--- config.mk ---
export PLATFORM = sky130hd
export DESIGN_NAME = trs_streamer
export DESIGN_NICKNAME = d
export VERILOG_FILES = /design/src/design/trs_pkg.sv /design/src/design/trs_int_if.sv /design/src/design/trs_rec_decode.sv /design/src/design/trs_chan_port.sv /design/src/design/trs_streamer.sv
export VERILOG_INCLUDE_DIRS = /design/src /design/src/design
export SDC_FILE = /design/constraint.sdc
export NUM_CORES = 1
export LEC_CHECK = 0
export BUFFER_PORTS_ARGS = -buffer_cell sky130_fd_sc_hd__buf_2
export CORE_ASPECT_RATIO = 1.5
export CORE_UTILIZATION = 62
export CTS_BUF_LIST = sky130_fd_sc_hd__clkbuf_4 sky130_fd_sc_hd__clkbuf_8 sky130_fd_sc_hd__clkbuf_16
export DETAILED_ROUTE_END_ITERATION = 7
export PLACE_DENSITY = 0.9
export SYNTH_ARGS = -nofsm -noshare
export SYNTH_HDL_FRONTEND = slang
export SYNTH_SLANG_ARGS = --single-unit
--- constraint.sdc ---
create_clock -name core_clk -period 24.1 [get_ports core_clk]
set_input_delay 3.615 -clock core_clk [delete_from_list [all_inputs] [get_ports core_clk]]
set_output_delay 3.615 -clock core_clk [all_outputs]
set_load 0.005 [all_outputs]
--- src/design/trs_defines.svh ---
`ifndef TRS_DEFINES_SVH
`define TRS_DEFINES_SVH

// ----------------------------------------
// register offsets
// ----------------------------------------
`define TRS_A_LCH      7'h38
`define TRS_A_PCH      7'h39
`define TRS_A_CSR      7'h3a
`define TRS_A_OFS      7'h3b
`define TRS_A_DAT      7'h3c

// ----------------------------------------
// control and status fields
// ----------------------------------------
`define TRS_CSR_WR     0
`define TRS_CSR_RD     1
`define TRS_CSR_MD_LO  2
`define TRS_CSR_MD_HI  3
`define TRS_CSR_BUSY   8
`define TRS_CSR_ERR    9
`define TRS_MODE_STRM  2'b00
`define TRS_MODE_DIR   2'b01
`define TRS_MODE_RST   2'b00

// ----------------------------------------
// internal streaming registers
// ----------------------------------------
`define TRS_I_BASE     16'h0000
`define TRS_I_CTRL     16'h0001
`define TRS_I_STAT     16'h0002
`define TRS_CTL_START  0
`define TRS_CTL_CLR    2
`define TRS_ST_INV     0
`define TRS_ST_OPC     1
`define TRS_ST_MISM    4

// ----------------------------------------
// record layout and opcodes
// ----------------------------------------
`define TRS_LEN_HI     15
`define TRS_LEN_LO     11
`define TRS_OP_HI      4
`define TRS_OFS_HI     10
`define TRS_KIND_HI    6
`define TRS_KIND_LO    5
`define TRS_OP_RSV0    5'h00
`define TRS_OP_START   5'h01
`define TRS_OP_TYPE    5'h02
`define TRS_OP_CLKSW   5'h03
`define TRS_OP_PLLSW   5'h04
`define TRS_OP_END     5'h1f

`endif

--- src/design/trs_pkg.sv ---
package trs_pkg;
    typedef enum logic [2:0] {S_IDLE, S_CHAN, S_FETCH, S_PARSE, S_WRITE} trs_state_e;
    typedef logic [1:0]  trs_kind_t;
    typedef logic [15:0] trs_rec_t;
endpackage

--- src/design/trs_int_if.sv ---
`timescale 1ns/1ps
interface trs_int_if;
    trs_pkg::trs_rec_t  rec;     // record under decode
    logic               is_data; // nonzero length
    logic [4:0]         len;     // record length field
    logic [4:0]         opcode;  // opcode field
    logic               rsvd;    // reserved opcode
    logic [10:0]        offset;  // logical offset field
    trs_pkg::trs_kind_t kind;    // image channel type
    logic               req;     // channel access request
    logic               we;      // request is a write
    logic [9:0]         ch;      // logical channel
    logic [15:0]        ofs;     // setting offset
    logic [31:0]        wdata;   // setting value
    logic               done;    // access finished
    logic [31:0]        rdata;   // fetched setting
    modport core (output rec, req, we, ch, ofs, wdata,
                  input is_data, len, opcode, rsvd, offset, kind, done, rdata);
    modport dec  (input rec, output is_data, len, opcode, rsvd, offset, kind);
    modport acc  (input req, we, ch, ofs, wdata, output done, rdata);
endinterface // trs_int_if

--- src/design/trs_rec_decode.sv ---
`timescale 1ns/1ps
`include "trs_defines.svh"
module trs_rec_decode (
    trs_int_if.dec ib // record in, fields out
);
    import trs_pkg::*;

    assign ib.len     = ib.rec[`TRS_LEN_HI:`TRS_LEN_LO];
    assign ib.is_data = (ib.len != 5'h00);
    assign ib.opcode  = ib.rec[`TRS_OP_HI:0];
    assign ib.offset  = ib.rec[`TRS_OFS_HI:0];
    assign ib.kind    = ib.rec[`TRS_KIND_HI:`TRS_KIND_LO];
    assign ib.rsvd    = (ib.opcode == `TRS_OP_RSV0) ||
                        ((ib.opcode > `TRS_OP_PLLSW) && (ib.opcode != `TRS_OP_END));
endmodule // trs_rec_decode

--- src/design/trs_chan_port.sv ---
`timescale 1ns/1ps
module trs_chan_port (
    input  wire logic        core_clk,  // system clock
    input  wire logic        reset,     // async reset
    trs_int_if.acc           ib,        // request from core
    output wire logic [9:0]  ch_num,    // logical channel
    output wire logic [15:0] ch_offset, // setting offset
    output wire logic [31:0] ch_wdata,  // setting value
    output wire logic        ch_write,  // write request
    output wire logic        ch_read,   // read request
    input  wire logic [31:0] ch_rdata,  // read value
    input  wire logic        ch_ack     // request accepted
);
    import trs_pkg::*;

    logic [9:0]  num_r;
    logic [15:0] ofs_r;
    logic [31:0] wd_r;
    logic        wr_r;
    logic        rd_r;

    // request held until the channel acknowledges it
    always_ff @(posedge core_clk or posedge reset) begin
        if (reset) begin
            num_r    <= 10'h000;
            ofs_r    <= 16'h0000;
            wd_r     <= 32'h0;
            wr_r     <= 1'b0;
            rd_r     <= 1'b0;
            ib.done  <= 1'b0;
            ib.rdata <= 32'h0;
        end else begin
            ib.done <= 1'b0;
            if (ib.req) begin
                num_r <= ib.ch;
                ofs_r <= ib.ofs;
                wd_r  <= ib.wdata;
                wr_r  <= ib.we;
                rd_r  <= !ib.we;
            end else if ((wr_r || rd_r) && ch_ack) begin
                wr_r     <= 1'b0;
                rd_r     <= 1'b0;
                ib.done  <= 1'b1;
                ib.rdata <= ch_rdata;
            end
        end
    end

    assign ch_num    = num_r;
    assign ch_offset = ofs_r;
    assign ch_wdata  = wd_r;
    assign ch_write  = wr_r;
    assign ch_read   = rd_r;
endmodule // trs_chan_port

--- src/design/trs_streamer.sv ---
// The implementer's own choices: the plain strobed port and the register addresses.
`timescale 1ns/1ps
`include "trs_defines.svh"
module trs_streamer (
    input  wire logic               core_clk,      // system clock
    input  wire logic               reset,         // async reset
    input  wire logic [6:0]         reg_addr,      // register address
    input  wire logic [31:0]        reg_wdata,     // register write data
    input  wire logic               reg_write,     // write strobe
    input  wire logic               reg_read,      // read strobe
    output wire logic [31:0]        reg_rdata,     // read data, next cycle
    output wire logic [31:0]        mem_addr,      // image word address
    output wire logic               mem_read,      // image fetch request
    input  wire logic [15:0]        mem_rdata,     // image record
    input  wire logic               mem_valid,     // record valid
    output wire logic [9:0]         ch_num,        // logical channel
    output wire logic [15:0]        ch_offset,     // setting offset
    output wire logic [31:0]        ch_wdata,      // setting value
    output wire logic               ch_write,      // setting write request
    output wire logic               ch_read,       // setting read request
    input  wire logic [31:0]        ch_rdata,      // setting read value
    input  wire logic               ch_ack,        // channel acknowledge
    input  wire trs_pkg::trs_kind_t chan_kind,     // type of logical channel
    output wire trs_pkg::trs_kind_t image_kind,    // type from image
    output wire logic               refclk_switch, // clock-recovery input switch
    output wire logic               pll_switch     // PLL switch
);
    import trs_pkg::*;

    // ----------------------------------------
    // state
    // ----------------------------------------
    trs_int_if ib ();

    logic [9:0]  lch_r;
    logic [1:0]  mode_r;
    logic [15:0] ofs_r;
    logic [31:0] data_r;
    logic [31:0] base_r;
    logic [31:0] mptr_r;
    logic [31:0] rdata_r;
    logic        err_opc_r;
    logic        err_mism_r;
    logic        err_inv_r;
    trs_state_e  st_r;
    logic [4:0]  left_r;
    logic [10:0] woff_r;
    logic        first_r;
    trs_rec_t    rec_r;
    logic        mem_read_r;
    logic        req_r;
    logic        we_r;
    logic [15:0] cofs_r;
    logic [31:0] cdat_r;
    trs_kind_t   kind_r;
    logic        clk_sw_r;
    logic        pll_sw_r;

    logic        busy;
    logic        any_err;
    logic [1:0]  wmode;
    logic        wr_csr;
    logic        trig_w;
    logic        trig_r;
    logic        in_strm;
    logic        in_dir;
    logic        ctl_wr;
    logic        clr_err;
    logic        start_ok;
    logic        parse_hdr;
    logic        bad_first;
    logic        bad_op;
    logic        bad_kind;
    logic        bad_acc;
    logic [31:0] stat_v;
    logic [31:0] csr_v;
    logic [31:0] irdata;

    // ----------------------------------------
    // submodules
    // ----------------------------------------
    trs_rec_decode u_dec (
        .ib (ib.dec)
    );

    trs_chan_port u_port (
        .core_clk  (core_clk),
        .reset     (reset),
        .ib        (ib.acc),
        .ch_num    (ch_num),
        .ch_offset (ch_offset),
        .ch_wdata  (ch_wdata),
        .ch_write  (ch_write),
        .ch_read   (ch_read),
        .ch_rdata  (ch_rdata),
        .ch_ack    (ch_ack)
    );

    assign ib.rec   = rec_r;
    assign ib.req   = req_r;
    assign ib.we    = we_r;
    assign ib.ch    = lch_r;
    assign ib.ofs   = cofs_r;
    assign ib.wdata = cdat_r;

    // ----------------------------------------
    // trigger decode
    // ----------------------------------------
    assign busy      = (st_r != S_IDLE);
    assign any_err   = err_opc_r | err_mism_r | err_inv_r;
    assign wmode     = reg_wdata[`TRS_CSR_MD_HI:`TRS_CSR_MD_LO];
    assign wr_csr    = reg_write && (reg_addr == `TRS_A_CSR);
    assign trig_w    = wr_csr && reg_wdata[`TRS_CSR_WR] && !busy;
    assign trig_r    = wr_csr && reg_wdata[`TRS_CSR_RD] && !reg_wdata[`TRS_CSR_WR] && !busy;
    assign in_strm   = (wmode == `TRS_MODE_STRM);
    assign in_dir    = (wmode == `TRS_MODE_DIR);
    assign ctl_wr    = trig_w && in_strm && (ofs_r == `TRS_I_CTRL);
    assign clr_err   = ctl_wr && data_r[`TRS_CTL_CLR];
    assign start_ok  = ctl_wr && data_r[`TRS_CTL_START] && (!any_err || clr_err);
    assign bad_acc   = (trig_w || trig_r) &&
                       ((!in_strm && !in_dir) || (in_strm && (ofs_r > `TRS_I_STAT)));

    // ----------------------------------------
    // record checks
    // ----------------------------------------
    assign parse_hdr = (st_r == S_PARSE) && (left_r == 5'h00);
    assign bad_first = parse_hdr && first_r &&
                       (ib.is_data || (ib.opcode != `TRS_OP_START));
    assign bad_op    = parse_hdr && !first_r && !ib.is_data && ib.rsvd;
    assign bad_kind  = parse_hdr && !first_r && !ib.is_data &&
                       (ib.opcode == `TRS_OP_TYPE) && (ib.kind != chan_kind);

    // ----------------------------------------
    // host registers
    // ----------------------------------------
    always_ff @(posedge core_clk or posedge reset) begin
        if (reset) begin
            lch_r  <= 10'h000;
            mode_r <= `TRS_MODE_RST;
            ofs_r  <= 16'h0000;
        end else if (reg_write) begin
            if (reg_addr == `TRS_A_LCH) begin
                lch_r <= reg_wdata[9:0];
            end else if (reg_addr == `TRS_A_CSR) begin
                mode_r <= wmode;
            end else if (reg_addr == `TRS_A_OFS) begin
                ofs_r <= reg_wdata[15:0];
            end
        end
    end

    always_comb begin
        irdata = 32'h0;
        if (ofs_r == `TRS_I_BASE) begin
            irdata = base_r;
        end else if (ofs_r == `TRS_I_STAT) begin
            irdata = stat_v;
        end
    end

    always_ff @(posedge core_clk or posedge reset) begin
        if (reset) begin
            data_r <= 32'h0;
        end else if ((st_r == S_CHAN) && ib.done && !we_r) begin
            data_r <= ib.rdata;
        end else if (trig_r && in_strm && !bad_acc) begin
            data_r <= irdata;
        end else if (reg_write && (reg_addr == `TRS_A_DAT)) begin
            data_r <= reg_wdata;
        end
    end

    always_ff @(posedge core_clk or posedge reset) begin
        if (reset) begin
            base_r <= 32'h0;
        end else if (trig_w && in_strm && (ofs_r == `TRS_I_BASE)) begin
            base_r <= data_r;
        end
    end

    // new errors win over a clear in the same cycle
    always_ff @(posedge core_clk or posedge reset) begin
        if (reset) begin
            err_opc_r  <= 1'b0;
            err_mism_r <= 1'b0;
            err_inv_r  <= 1'b0;
        end else begin
            err_opc_r  <= (err_opc_r & ~clr_err) | bad_first | bad_op;
            err_mism_r <= (err_mism_r & ~clr_err) | bad_kind;
            err_inv_r  <= (err_inv_r & ~clr_err) | bad_acc;
        end
    end

    // ----------------------------------------
    // sequencer
    // ----------------------------------------
    always_ff @(posedge core_clk or posedge reset) begin
        if (reset) begin
            st_r       <= S_IDLE;
            left_r     <= 5'h00;
            woff_r     <= 11'h000;
            first_r    <= 1'b0;
            rec_r      <= 16'h0000;
            mptr_r     <= 32'h0;
            mem_read_r <= 1'b0;
            req_r      <= 1'b0;
            we_r       <= 1'b0;
            cofs_r     <= 16'h0000;
            cdat_r     <= 32'h0;
            kind_r     <= 2'b00;
            clk_sw_r   <= 1'b0;
            pll_sw_r   <= 1'b0;
        end else begin
            req_r    <= 1'b0;
            clk_sw_r <= 1'b0;
            pll_sw_r <= 1'b0;
            case (st_r)
                S_IDLE: begin
                    if (trig_w && in_dir) begin
                        req_r  <= 1'b1;
                        we_r   <= 1'b1;
                        cofs_r <= ofs_r;
                        cdat_r <= data_r;
                        st_r   <= S_CHAN;
                    end else if (trig_r && in_dir) begin
                        req_r  <= 1'b1;
                        we_r   <= 1'b0;
                        cofs_r <= ofs_r;
                        st_r   <= S_CHAN;
                    end else if (start_ok) begin
                        mptr_r     <= base_r;
                        first_r    <= 1'b1;
                        left_r     <= 5'h00;
                        mem_read_r <= 1'b1;
                        st_r       <= S_FETCH;
                    end
                end
                S_CHAN: begin
                    if (ib.done) begin
                        st_r <= S_IDLE;
                    end
                end
                S_FETCH: begin
                    if (mem_valid) begin
                        rec_r      <= mem_rdata;
                        mem_read_r <= 1'b0;
                        mptr_r     <= mptr_r + 32'h1;
                        st_r       <= S_PARSE;
                    end
                end
                S_PARSE: begin
                    first_r <= 1'b0;
                    if (left_r != 5'h00) begin
                        req_r  <= 1'b1;
                        we_r   <= 1'b1;
                        cofs_r <= {5'h00, woff_r};
                        cdat_r <= {16'h0000, rec_r};
                        left_r <= left_r - 5'h01;
                        woff_r <= woff_r + 11'h001;
                        st_r   <= S_WRITE;
                    end else if (bad_first || bad_op || bad_kind) begin
                        st_r <= S_IDLE;
                    end else if (ib.is_data) begin
                        left_r     <= ib.len;
                        woff_r     <= ib.offset;
                        mem_read_r <= 1'b1;
                        st_r       <= S_FETCH;
                    end else if (ib.opcode == `TRS_OP_END) begin
                        st_r <= S_IDLE;
                    end else begin
                        if (ib.opcode == `TRS_OP_TYPE) begin
                            kind_r <= ib.kind;
                        end
                        clk_sw_r   <= (ib.opcode == `TRS_OP_CLKSW);
                        pll_sw_r   <= (ib.opcode == `TRS_OP_PLLSW);
                        mem_read_r <= 1'b1;
                        st_r       <= S_FETCH;
                    end
                end
                S_WRITE: begin
                    if (ib.done) begin
                        mem_read_r <= 1'b1;
                        st_r       <= S_FETCH;
                    end
                end
                default: begin
                    st_r <= S_IDLE;
                end
            endcase
        end
    end

    // ----------------------------------------
    // read back
    // ----------------------------------------
    always_comb begin
        stat_v                 = 32'h0;
        stat_v[`TRS_ST_INV]    = err_inv_r;
        stat_v[`TRS_ST_OPC]    = err_opc_r;
        stat_v[`TRS_ST_MISM]   = err_mism_r;
        csr_v                  = 32'h0;
        csr_v[`TRS_CSR_ERR]    = any_err;
        csr_v[`TRS_CSR_BUSY]   = busy;
        csr_v[`TRS_CSR_MD_HI:`TRS_CSR_MD_LO] = mode_r;
    end

    always_ff @(posedge core_clk or posedge reset) begin
        if (reset) begin
            rdata_r <= 32'h0;
        end else begin
            rdata_r <= 32'h0;
            if (reg_read) begin
                if ((reg_addr == `TRS_A_LCH) || (reg_addr == `TRS_A_PCH)) begin
                    rdata_r <= {22'h0, lch_r};
                end else if (reg_addr == `TRS_A_CSR) begin
                    rdata_r <= csr_v;
                end else if (reg_addr == `TRS_A_OFS) begin
                    rdata_r <= {16'h0000, ofs_r};
                end else if (reg_addr == `TRS_A_DAT) begin
                    rdata_r <= data_r;
                end
            end
        end
    end

    assign reg_rdata     = rdata_r;
    assign mem_addr      = mptr_r;
    assign mem_read      = mem_read_r;
    assign image_kind    = kind_r;
    assign refclk_switch = clk_sw_r;
    assign pll_switch    = pll_sw_r;
endmodule // trs_streamer

==> reports/results.ini <==
[synth]
synth-edff-count = 0
async_flop_share_pct = 100.0
ys_seq_area_share_pct = 56.32
syn_inst = 1425
synth.avg_cell_area_sq_um = 10.70
yosysUniqueCellTypes = 74
yosys_warnings = 0
synth_fp_nets = 1524
synth_area_sq_um = 15240
synthFlopType = dfrtp_1
ys_ff_latch = 343

[clock_tree]
cts_root_buf = clkbuf_16
path_clk_slew_ns = 0.07
cts_resized = 0
cts_hold_buf = 0
tritoncts = built
cts_buffers = 30
cts_max_path_buffers = 3
post_cts_buffers = 0
h-tree-depth = 1
clkSinkCount = 343
worstSkewPairLatency_ns = 0.56

[layout]
final_cell_mix = 342 x dfrtp_1, 269 x nand2_1, 223 x buf_2
post-route-util_pct = 74.04
stdcell_area_sq_um = 17710
syn_to_final_growth_pct = 16.18
fillers = 1576
seq_area_sq_um = 8584
final_common_cell = dfrtp_1
fin_nets = 1715
finalNonFillerCells = 1960
drive_gt1_share_pct = 27.56
multi_input_area_sq_um = 6316

[floorplanning]
initial_core_util_pct = 63.73
dieArea_sq_um = 25230
core_sq_um = 23910
die_y_microns = 194.0
dieWidth_microns = 130.0
io_pins = 224
rows = 69

[worst_setup_path]
startpoint = reg_addr[0]
cp_num_buf_inv = 1
reg2reg_to = cdat_r[9]$_DFFE_PP0P_
r2r_start = left_r[0]$_DFFE_PP0P_
startpoint_type = input port
critPathMaxStageDelay_ns = 0.83
critPathTopFamily = simple AND/OR/NAND/NOR gates
r2r_cells = 7
cp.required_ns = 24.57
slowest_stage = nand2_1
rrSetupSlack_ns = 20.33
crit_chain = buf_2, and4bb_2, nand3_1, or2_2, nand2_1, nor2_1, a31oi_1
end_kind = flop
criticalPathCategory = input port to flop
cp_max_fo = 33
arrival_ns = 6.32
cp.depth = 7
crit_end = cdat_r[9]$_DFFE_PP0P_

[global_route]
grt_pass1_wl_microns = 69990
grt_pass1_vias = 12840
overflow = 0
antenna_found_initial = 1
grt_usage_pct = 37.04
grt_max_degree = 124

[placement]
dpl_worst_slack_ns = 17.77
dp.cells = 1903
placed_cell_area_sq_um = 16600
port_buffers = 223
gp_congestion = 0.9330
dp_hpwl_microns = 31030

[worst_hold_path]
hp-class = flop to flop

[pwr]
power_density_nw_per_um2 = 114.8
seqPwrFrac_pct = 45.3
finalPower_mw = 2.032
clkPwrFrac_pct = 26.2
switchingPower_uw = 749.2
leakage_nw = 8.547
switching_share_pct = 36.87
internal_power_mw = 1.283
ir_drop_mv = 0.07799
combinationalPowerShare_pct = 28.5

[timing]
report.final.slew_viol_count = 0
rsz0062_at_grt = no
worst_slack_ns = 18.24
slew_headroom_pct = 16.10
max_freq_mhz = 170.8
layout_min_cycle_time_ns = 5.855
hold_violations = 0
fin_worst_skew_ns = 0.01211
worst_pin_slew_ns = 1.254
holdWs_ns = 0.4769
finalCritPeriodShare_pct = 24.30
tns_ns = 0
finalSetupViolCount = 0

[drt]
wl_per_cell_microns = 23.22
first_pass_iters = 8
route.detailed.drc = 0
ant_nets = 0
via_per_inst = 6.481
totalWireLength_microns = 45500
first_iter_violations = 1337
vias = 12700

[outcome]
outcome = complete, no violations

[flow_run]
cap_violations = 0

-- worst reg2reg max path, stage by stage, from the launching register on --
cell	delay [ns]
dfrtp_1	0.38
inv_1	0.13
ha_1	0.21
or4b_2	0.90
nand2_1	0.72
nand2_1	0.85
nor2_1	0.34
a31oi_1	0.07
-- synth_stat cells, types with 4 or more instances --
library cell / count / area share, %
or2_2: 4 / 0.16
and4_1: 5 / 0.29
and2_1: 22 / 0.90
mux2_2: 120 / 8.9
inv_1: 10 / 0.25
nor2b_1: 4 / 0.16
nand4_1: 10 / 0.41
and3_1: 15 / 0.62
a2bb2oi_1: 14 / 0.80
a31oi_1: 36 / 1.5
o31ai_1: 8 / 0.39
nor3_1: 13 / 0.43
o22ai_1: 14 / 0.57
buf_2: 13 / 0.43
dfrtp_1: 343 / 56
o21ai_0: 48 / 1.6
nor4_4: 5 / 0.70
a22oi_1: 15 / 0.74
o221a_2: 5 / 0.37
a21o_1: 4 / 0.20
nor3b_1: 4 / 0.20
a21oi_1: 63 / 2.1
a221o_1: 16 / 1.1
a222oi_1: 4 / 0.26
a211oi_1: 4 / 0.20
a22o_1: 20 / 1.1
nand2b_1: 5 / 0.21
nand3b_1: 4 / 0.20
o211ai_1: 6 / 0.30
nand2_1: 269 / 6.6
mux2i_1: 27 / 1.8
ha_1: 4 / 0.33
nor2_1: 107 / 2.6
clkbuf_1: 64 / 1.6
nand3_1: 54 / 1.8
buf_1: 5 / 0.12
-- sequential cells by signal, summed over array words and instances (netlist names), 2 cells and up --
register	cells
mode_r	2
reg_rdata	32
data_r	32
image_kind	2
cofs_r	16
u_port.ch_offset	16
cdat_r	32
ib.rec	16
ofs_r	16
mem_addr	32
base_r	32
u_port.ch_wdata	32
u_port.ib.rdata	32
st_r	3
u_port.ch_num	10
left_r	5
ib.ch	10
woff_r	11
-- cell type report --
class                           count  area share, %
Tap cell                          319          2.254
Multi-Input combinational cell    989          35.67
Timing Repair Buffer              242          7.109
Antenna cell                        1        0.01413
Clock inverter                     19          1.477
Clock buffer                       37          4.741
Sequential cell                   343          48.48
Inverter                           10         0.2544
-- per-layer routing --
layer / GRT usage, % / wire length (microns) / vias up
met5: 0 / 0 / -
met4: 32.34 / 4686 / 0
met3: 6.843 / 3579 / 257
met2: 60.29 / 22320 / 759
met1: 41.12 / 14920 / 6210
li1: - / - / 5476
-- worst min path at each step --
stage / from / end / slack [ns] / depth (start not counted)
after detailed placement: u_port.ib.rdata[24]$_DFFE_PP0P_ / u_port.ib.rdata[24]$_DFFE_PP0P_ / 0.46 / 2
after CTS: u_port.ib.rdata[24]$_DFFE_PP0P_ / u_port.ib.rdata[24]$_DFFE_PP0P_ / 0.48 / 2
after global placement: cofs_r[10]$_DFFE_PP0P_ / cofs_r[10]$_DFFE_PP0P_ / 0.46 / 2
final: u_port.ib.rdata[14]$_DFFE_PP0P_ / u_port.ib.rdata[14]$_DFFE_PP0P_ / 0.48 / 2
after global routing: u_port.ib.rdata[24]$_DFFE_PP0P_ / u_port.ib.rdata[24]$_DFFE_PP0P_ / 0.50 / 2
after floorplan: cofs_r[0]$_DFFE_PP0P_ / cofs_r[0]$_DFFE_PP0P_ / 0.44 / 2
-- power by group through the flow --
stage	clock network, mW	registers [mW]	logic [mW]
floorplan	0	0.834	0.414
global placement	0	0.908	0.536
detailed placement	0	0.916	0.561
CTS	0.535	0.908	0.572
global route	0.556	0.929	0.636
finish	0.533	0.921	0.578
-- kinds of logic (layout without fill, tap and decap cells) --
kind of cell / Yosys count / after routing / synth area share [%]
and+or+nand+nor: 548 / 548 / 17.01
muxes: 149 / 149 / 10.81
xor gates and xnor gates: 3 / 3 / 0.1724
other: 0 / 1 / 0
DFF: 343 / 343 / 56.32
adders and majority gates: 4 / 4 / 0.3284
AOI/OAI and AO/OA: 285 / 285 / 12.91
buffers and inverters: 93 / 308 / 2.446
(Power assumes the default switching activity.)
